### src/irbm_pkg.sv
// Shared constants and types for the readout byte map.
package irbm_pkg;

    // ==========================================================
    // Sizes
    localparam int unsigned ROW_ADDR_W    = 6;
    localparam int unsigned READOUT_BYTES = 16;
    localparam logic [3:0]  F1_BYTES      = 4'h000d;

    // ==========================================================
    // Header order start indexes
    localparam logic [5:0] HDR_A_FIRST  = 6'h0026;  // 38
    localparam logic [5:0] HDR_A_SECOND = 6'h001e;  // 30
    localparam logic [5:0] HDR_B_FIRST  = 6'h0016;  // 22
    localparam logic [5:0] HDR_B_SECOND = 6'h000e;  // 14

    // ==========================================================
    // Format 1 source byte per readout byte 1..13
    localparam logic [5:0] F1_SRC [13] = '{
        6'h000f, 6'h0010, 6'h0011, 6'h0012, 6'h0013, 6'h0014, 6'h0015,
        6'h000d, 6'h000e, 6'h0016, 6'h0017, 6'h0018, 6'h0019
    };

    // ==========================================================
    // Fill and reset values
    localparam logic [7:0] FILL_BYTE = 8'h00ff;
    localparam logic [3:0] PTR_RESET = 4'h0000;

    // ==========================================================
    // Types
    typedef struct packed {
        logic                  en;
        logic [ROW_ADDR_W-1:0] addr;
        logic [7:0]            data;
    } irbm_wr_s;

    typedef enum logic [2:0] {
        ST_IDLE, ST_ADDR, ST_ADDR_ACK, ST_TX, ST_RX_ACK, ST_ACKED
    } irbm_state_e;

endpackage : irbm_pkg

### src/irbm_row_mem.sv
// Received-byte store with registered read data.
`timescale 1ns/1ps
module irbm_row_mem #(
    parameter int unsigned ADDR_W = 6,
    parameter int unsigned DATA_W = 8
) (
    input  wire logic              i_sys_clk,
    input  wire logic              i_we,
    input  wire logic [ADDR_W-1:0] i_waddr,
    input  wire logic [DATA_W-1:0] i_wdata,
    input  wire logic [ADDR_W-1:0] i_raddr,
    output logic      [DATA_W-1:0] o_rdata
);

    logic [DATA_W-1:0] mem [2**ADDR_W];

    always_ff @(posedge i_sys_clk) begin
        if (i_we) begin
            mem[i_waddr] <= i_wdata;
        end
        o_rdata <= mem[i_raddr];
    end

endmodule : irbm_row_mem

### src/irbm_readout.sv
// Two-wire bus read target that maps stored row bytes onto the readout sequence.
// Overview of operation
// - Format 1: readout byte 9 is byte 14; bytes 10-13 are bytes 22-25.
// - Header mode, order select clear: readout bytes 1-4 are header bytes 38-41.
// - Same setting: readout bytes 5-8 are header bytes 42-45.
// - Source bit 0 goes out as bus bit 7, down to source bit 7 as bit 0.
// - Order select clear: 38-45 then 30-37; set: 22-29 then 14-21.
// - Start resets the pointer; output begins at byte 1 bit 7, 16 bytes.
// - Master ack advances pointer to next byte; no ack ends transmission.
`timescale 1ns/1ps
module irbm_readout #(
    parameter logic [6:0] DEV_ADDR = 7'h0055  // Arbitrary neutral address
) (
    input  wire logic              i_sys_clk,
    input  wire logic              i_reset_n,
    input  wire logic              i_scl,
    input  wire logic              i_sda,
    input  wire logic              i_header_mode,
    input  wire logic              i_header_order_select,
    input  wire irbm_pkg::irbm_wr_s i_row_wr,
    output logic                   o_sda_out,
    output logic                   o_sda_oe_n,
    output logic                   o_busy
);

    // ==========================================================
    // Pin synchronisers
    logic scl_m;
    logic scl_s;
    logic scl_d;
    logic sda_m;
    logic sda_s;
    logic sda_d;

    always_ff @(posedge i_sys_clk or negedge i_reset_n) begin
        if (!i_reset_n) begin
            scl_m <= 1'b1;
            scl_s <= 1'b1;
            scl_d <= 1'b1;
            sda_m <= 1'b1;
            sda_s <= 1'b1;
            sda_d <= 1'b1;
        end else begin
            scl_m <= i_scl;
            scl_s <= scl_m;
            scl_d <= scl_s;
            sda_m <= i_sda;
            sda_s <= sda_m;
            sda_d <= sda_s;
        end
    end

    // Edges come from the second and third stages; the first may still be settling
    wire scl_rise = scl_s & ~scl_d;
    wire scl_fall = ~scl_s & scl_d;
    wire start_cond = scl_s & scl_d & sda_d & ~sda_s;
    wire stop_cond = scl_s & scl_d & ~sda_d & sda_s;

    // ==========================================================
    // Byte selection
    irbm_pkg::irbm_state_e state;
    irbm_pkg::irbm_state_e next_state;
    logic [3:0]            ptr;
    logic [2:0]            bit_cnt;
    logic [7:0]            shift;
    logic [7:0]            rd_data;
    logic [7:0]            rev_data;

    // Each order select names a first and a second run of eight header bytes
    wire [5:0] hdr_first  = i_header_order_select ? irbm_pkg::HDR_B_FIRST
                                                  : irbm_pkg::HDR_A_FIRST;
    wire [5:0] hdr_second = i_header_order_select ? irbm_pkg::HDR_B_SECOND
                                                  : irbm_pkg::HDR_A_SECOND;
    wire [5:0] hdr_base   = ptr[3] ? hdr_second : hdr_first;
    wire [5:0] hdr_idx  = hdr_base + {3'h0000, ptr[2:0]};
    wire       f1_fill  = ptr >= irbm_pkg::F1_BYTES;
    wire [5:0] f1_idx   = f1_fill ? 6'h0000 : irbm_pkg::F1_SRC[ptr];
    wire [5:0] rd_addr  = i_header_mode ? hdr_idx : f1_idx;
    wire       use_fill = ~i_header_mode & f1_fill;

    // Reversal: transmission bit 0 leaves first as bus bit 7
    for (genvar b = 0; b < 8; b++) begin : g_rev
        assign rev_data[7-b] = rd_data[b];
    end

    // Fill slots go out as all ones, the level of a released line
    wire [7:0] tx_byte = use_fill ? irbm_pkg::FILL_BYTE : rev_data;

    // Read data lag the address by one clock; the pointer settles long before a load
    irbm_row_mem #(
        .ADDR_W (irbm_pkg::ROW_ADDR_W),
        .DATA_W (8)
    ) irbm_row_mem_i (
        .i_sys_clk (i_sys_clk),
        .i_we      (i_row_wr.en),
        .i_waddr   (i_row_wr.addr),
        .i_wdata   (i_row_wr.data),
        .i_raddr   (rd_addr),
        .o_rdata   (rd_data)
    );

    // ==========================================================
    // Bus sequencer
    wire addr_hit = (shift[7:1] == DEV_ADDR) & shift[0];
    wire last_bit = bit_cnt == 3'h0007;
    wire acked    = ~sda_s;

    // Eight rising edges fill the address shifter; the count wrap marks its end
    logic addr_full;
    // Decide only after eight bits: the fall right after start sees a stale shifter
    wire addr_end  = scl_fall & addr_full;
    wire addr_take = addr_end & addr_hit;
    wire addr_drop = addr_end & ~addr_hit;

    always_comb begin
        next_state = state;
        if (start_cond) begin
            next_state = irbm_pkg::ST_ADDR;
        end else if (stop_cond) begin
            next_state = irbm_pkg::ST_IDLE;
        end else begin
            unique case (state)
                irbm_pkg::ST_IDLE: begin
                end
                irbm_pkg::ST_ADDR: begin
                    if (addr_take) begin
                        next_state = irbm_pkg::ST_ADDR_ACK;
                    end else if (addr_drop) begin
                        next_state = irbm_pkg::ST_IDLE;
                    end
                end
                irbm_pkg::ST_ADDR_ACK: begin
                    if (scl_fall) begin
                        next_state = irbm_pkg::ST_TX;
                    end
                end
                irbm_pkg::ST_TX: begin
                    if (scl_fall && last_bit) begin
                        next_state = irbm_pkg::ST_RX_ACK;
                    end
                end
                irbm_pkg::ST_RX_ACK: begin
                    if (scl_rise) begin
                        next_state = acked ? irbm_pkg::ST_ACKED : irbm_pkg::ST_IDLE;
                    end
                end
                irbm_pkg::ST_ACKED: begin
                    if (scl_fall) begin
                        next_state = irbm_pkg::ST_TX;
                    end
                end
            endcase
        end
    end

    // Shifter and pointer steps
    wire addr_step = (state == irbm_pkg::ST_ADDR) & scl_rise & ~addr_full;
    wire ptr_step  = (state == irbm_pkg::ST_RX_ACK) & scl_rise & acked;

    always_ff @(posedge i_sys_clk or negedge i_reset_n) begin
        if (!i_reset_n) begin
            state     <= irbm_pkg::ST_IDLE;
            ptr       <= irbm_pkg::PTR_RESET;
            bit_cnt   <= 3'h0000;
            shift     <= 8'h0000;
            addr_full <= 1'b0;
        end else begin
            state <= next_state;
            if (start_cond) begin
                ptr       <= irbm_pkg::PTR_RESET;
                bit_cnt   <= 3'h0000;
                addr_full <= 1'b0;
            end else if (addr_step) begin
                shift     <= {shift[6:0], sda_s};
                bit_cnt   <= bit_cnt + 3'h0001;
                addr_full <= last_bit;
            end else if (ptr_step) begin
                ptr <= ptr + 4'h0001;
            end else if (next_state == irbm_pkg::ST_TX && state != irbm_pkg::ST_TX) begin
                shift   <= tx_byte;
                bit_cnt <= 3'h0000;
            end else if (state == irbm_pkg::ST_TX && scl_fall) begin
                shift   <= {shift[6:0], 1'b1};
                bit_cnt <= bit_cnt + 3'h0001;
            end
        end
    end

    // ==========================================================
    // Pin drive: open drain, enable low pulls the line low
    wire bus_gate  = (state == irbm_pkg::ST_ADDR) & addr_drop;
    // Ack pull starts on the fall that ends the eighth address bit
    wire ack_drive = (state == irbm_pkg::ST_ADDR) & addr_take;
    logic next_oe_n;

    // Stop or a new start always frees the line, whatever the sequencer holds
    always_comb begin
        next_oe_n = o_sda_oe_n;
        if (start_cond || stop_cond || bus_gate) begin
            next_oe_n = 1'b1;
        end else if (ack_drive) begin
            next_oe_n = 1'b0;
        end else if (next_state == irbm_pkg::ST_TX && state != irbm_pkg::ST_TX) begin
            next_oe_n = tx_byte[7];
        end else if (state == irbm_pkg::ST_TX && scl_fall) begin
            next_oe_n = last_bit ? 1'b1 : shift[6];
        end
    end

    always_ff @(posedge i_sys_clk or negedge i_reset_n) begin
        if (!i_reset_n) begin
            o_sda_oe_n <= 1'b1;
            o_sda_out  <= 1'b0;
            o_busy     <= 1'b0;
        end else begin
            o_sda_oe_n <= next_oe_n;
            o_sda_out  <= 1'b0;
            o_busy     <= next_state != irbm_pkg::ST_IDLE;
        end
    end

endmodule : irbm_readout

### config.mk
export PLATFORM = sky130hd
export DESIGN_NAME = irbm_readout
export DESIGN_NICKNAME = d
export VERILOG_FILES = /design/src/irbm_pkg.sv /design/src/irbm_row_mem.sv /design/src/irbm_readout.sv
export SDC_FILE = /design/constraint.sdc
export NUM_CORES = 1
export LEC_CHECK = 0
export BUFFER_PORTS_ARGS = -buffer_cell sky130_fd_sc_hd__buf_2
export CAP_MARGIN = 20
export CORE_ASPECT_RATIO = 0.5
export CORE_MARGIN = 4
export CORE_UTILIZATION = 35
export DETAILED_ROUTE_END_ITERATION = 8
export SLEW_MARGIN = 0
export SYNTH_ARGS = -nofsm -noshare
export SYNTH_HDL_FRONTEND = slang
export SYNTH_SLANG_ARGS = --single-unit
### constraint.sdc
create_clock -name i_sys_clk -period 7.79 [get_ports i_sys_clk]
set_input_delay 0.3895 -clock i_sys_clk [delete_from_list [all_inputs] [get_ports i_sys_clk]]
set_output_delay 0.3895 -clock i_sys_clk [all_outputs]
set_load 0.02 [all_outputs]
==> results.cfg <==
[status]
status = finished, final reports clean

[global_route]
grt_pass1_vias = 13063
gr-total-overflow = 0
grt_antenna_before_repair = 4
grt_max_degree = 117
track_usage_pct = 17.3
grt_first_pass_wirelength_um = 89600

[timing]
slew_headroom_pct = 29.7
finalHoldViolCount = 0
max_freq_mhz = 226
rsz0062_at_grt = false
finalSetupTns_ns = 0
timing.final.crit_share_pct = 56.7
period_needed_ns = 4.42
setup_violations = 0
final.setup_skew_ns = 0.0256
worstMarginPinSlew_ns = 1.05
whs_ns = 0.360
slew_violations = 0

[detailed_routing]
drt_wl_total_um = 60400
dr.pass1.iters = 5
avgRoutedWirePerCell_um = 24.2
drtIter0Drc = 1795
drc = 0
vias = 13774
antenna_left = 0
detail_route.vias_per_cell = 5.52

[place]
hpwl_um = 36000
port_buffers = 22
postPlaceCellArea_um2 = 23400
gp_congestion = 0.837

[pwr]
finalPower_mw = 6.44
peakVddDrop_uv = 176
p_per_area_nw_per_um2 = 256
p_leak_nw = 8.53

[clock_tree]
ctsRootBufferMaster = clkbuf_16
numCtsBuffers = 52
clk_latency_ns = 0.61
cts.clk_slew.worst_paths_ns = 0.06
cts_sinks = 547
h-tree-depth = 2
ctsResizeCount = 0
cts_tree = done
cts_buffer_depth = 3

[yosys]
syn_nets = 1649
ys_warn_count = 0
yosysMostFrequentCell = edfxtp_1
syn-instance-count = 1615
synth-async-reset-ratio_pct = 4.94
yosys-top-cells-area = edfxtp_1 (68%), nand2_1 (4.7%), mux2i_1 (2.5%)
synth_edf_count = 512
synth_ff_type = edfxtp_1
ys_seq_area_share_pct = 72.2
ys_types = 62
syn_area_um2 = 22500
syn_area_per_cell_um2 = 13.9
yosysTopAreaCell = edfxtp_1
synth_common_cells = edfxtp_1 (512), nand2_1 (282), nor2_1 (105)
synth_top_cell_area_share_pct = 68.4
ys_seq_elements = 547

[die]
fp-row-count = 65
initial_core_util_pct = 35.5
ios = 24
die_w_um = 366
fp.dieArea_um2 = 68600
die_h_um = 187
core_area_um2 = 63300

[cells_and_area]
fin_util_pct = 39.9
area_growth_pct = 12.2
num-nets-final = 1648
fin_area_um2 = 25200
final_layout_size_suffix_gt1_share_pct = 10.1
n_fill_cell = 5824

[setup_path]
startpoint_type = flip-flop
reg2reg_from = ptr[1]$_DFFE_PN0P_
critPathMaxFanout = 57
cp-end-kind = flip-flop
crit_type = flip-flop to flip-flop
worstPathArrival_ns = 4.92
worstPathRequired_ns = 8.29
crit_start = ptr[1]$_DFFE_PN0P_

[flow_run]
max_cap_violations = 0

[worst_hold_path]
hold_path.class = flip-flop to flip-flop
min_from = sda_m$_DFF_PN1_
[layout make-up]
| type | instances | area (um^2) | share of cell area, % |
|---|---|---|---|
| flip-flops and latches | 547 | 16200 | 64.3 |
| multi-input cells | 953 | 5770 | 22.9 |
| clock buffers | 56 | 1320 | 5.22 |
| well taps | 837 | 1050 | 4.15 |
| clock inverters | 40 | 480 | 1.91 |
| repair buffers | 50 | 340 | 1.35 |
| inverters | 10 | 37.5 | 0.149 |
| diodes | 1 | 2.50 | 0.00992 |
[path summary, 6_finish.rpt]
kind,endpoint,depth (start not counted),slack (ns)
min in group asynchronous,state[0]$_DFF_PN0_,2,0.38
worst min register to register,sda_s$_DFF_PN1_,0,0.36
worst min-delay path,sda_s$_DFF_PN1_,0,0.36
worst max register to register,irbm_row_mem_i.o_rdata[6]$_DFF_P_,14,3.37
max in group asynchronous,shift[2]$_DFFE_PN0P_,2,7.02
worst max-delay path,irbm_row_mem_i.o_rdata[6]$_DFF_P_,14,3.37
[metrics by stage]
stage	worst slack, ns	cells
finish	3.37	2494
global route	3.08	2493
global placement	3.53	2394
CTS	3.48	2493
floorplan	4.92	1615
detailed placement	3.49	2394
[timing repair]
action	in CTS	in global routing
hold buffers	3	0
endpoints found under the hold margin	22	0
endpoints found under the setup margin	0	0
setup buffers	0	0
[cells in the final DEF (no fill, tap or decap), drive strengths merged, types with 7 or more instances in the layout]
| cell type | Yosys | routed |
|---|---|---|
| edfxtp | 512 | 512 |
| nand2 | 283 | 283 |
| nor2 | 106 | 106 |
| and3 | 89 | 89 |
| nand3 | 60 | 60 |
| mux2i | 57 | 57 |
| clkbuf | 58 | 56 |
| a21oi | 49 | 49 |
| buf | 47 | 47 |
| a31oi | 44 | 44 |
| a211oi | 34 | 34 |
| clkinv | 0 | 26 |
| a311o | 25 | 25 |
| a41oi | 24 | 24 |
| a221o | 24 | 24 |
| dfrtp | 20 | 20 |
| o21ai | 15 | 15 |
| nand3b | 14 | 14 |
| nor3 | 14 | 14 |
| ha | 13 | 13 |
| bufinv | 0 | 11 |
| inv | 10 | 11 |
| a31o | 10 | 10 |
| nor4 | 9 | 9 |
| a311oi | 9 | 9 |
| o32ai | 8 | 8 |
| a41o | 8 | 8 |
| mux4 | 8 | 8 |
| nor2b | 8 | 8 |
| dfxtp | 8 | 8 |
| dfstp | 7 | 7 |
[power by group]
group	switching (mW)	internal [mW]
clock	1.11	1.59
sequential	0.0404	3.27
combinational	0.298	0.137
total	1.45	5.00
[state kept, by name, summed over array words and instances, names as in the netlist, 3 cells and up]
signal	cells
state	3
irbm_row_mem_i.o_rdata	8
bit_cnt	3
irbm_row_mem_i.mem	512
ptr	4
shift	8
[logic make-up after synthesis]
logic type      after synthesis  share of synthesized area [%]
xor+xnor                      7                          0.273
compound gates              264                           8.90
other cells                   1                         0.0167
simple gates                601                           12.2
mux                          67                           3.44
fa+ha+maj                    13                          0.724
flops                       547                           72.2
buf+inv                     115                           2.26
[metal layers]
metal  share of wire [%]  vias to the layer above  wire length (um)  GRT usage, %
met2                  42                      580             25500          24.3
li1                    -                     6188                 -             -
met1                  46                     6923             28000          26.5
met5               0.031                        -                19             0
met3                 9.7                       79              5870          4.62
met4                 1.6                        4               941          3.71
[critical path, cell delays in order, from the launching register on]
cell and delay [ns]:
dfrtp_1 0.41, inv_1 0.15, ha_1 0.22, nand2b_1 0.20, a211oi_1 0.31, o21ai_2 0.07, buf_4 0.24, nand2_4 0.51
buf_4 0.62, buf_4 0.44, nand2_1 0.09, a31oi_1 0.19, nand2_1 0.21, nand3b_1 0.31, a41oi_1 0.28
Power figures use the tool's default switching activity.
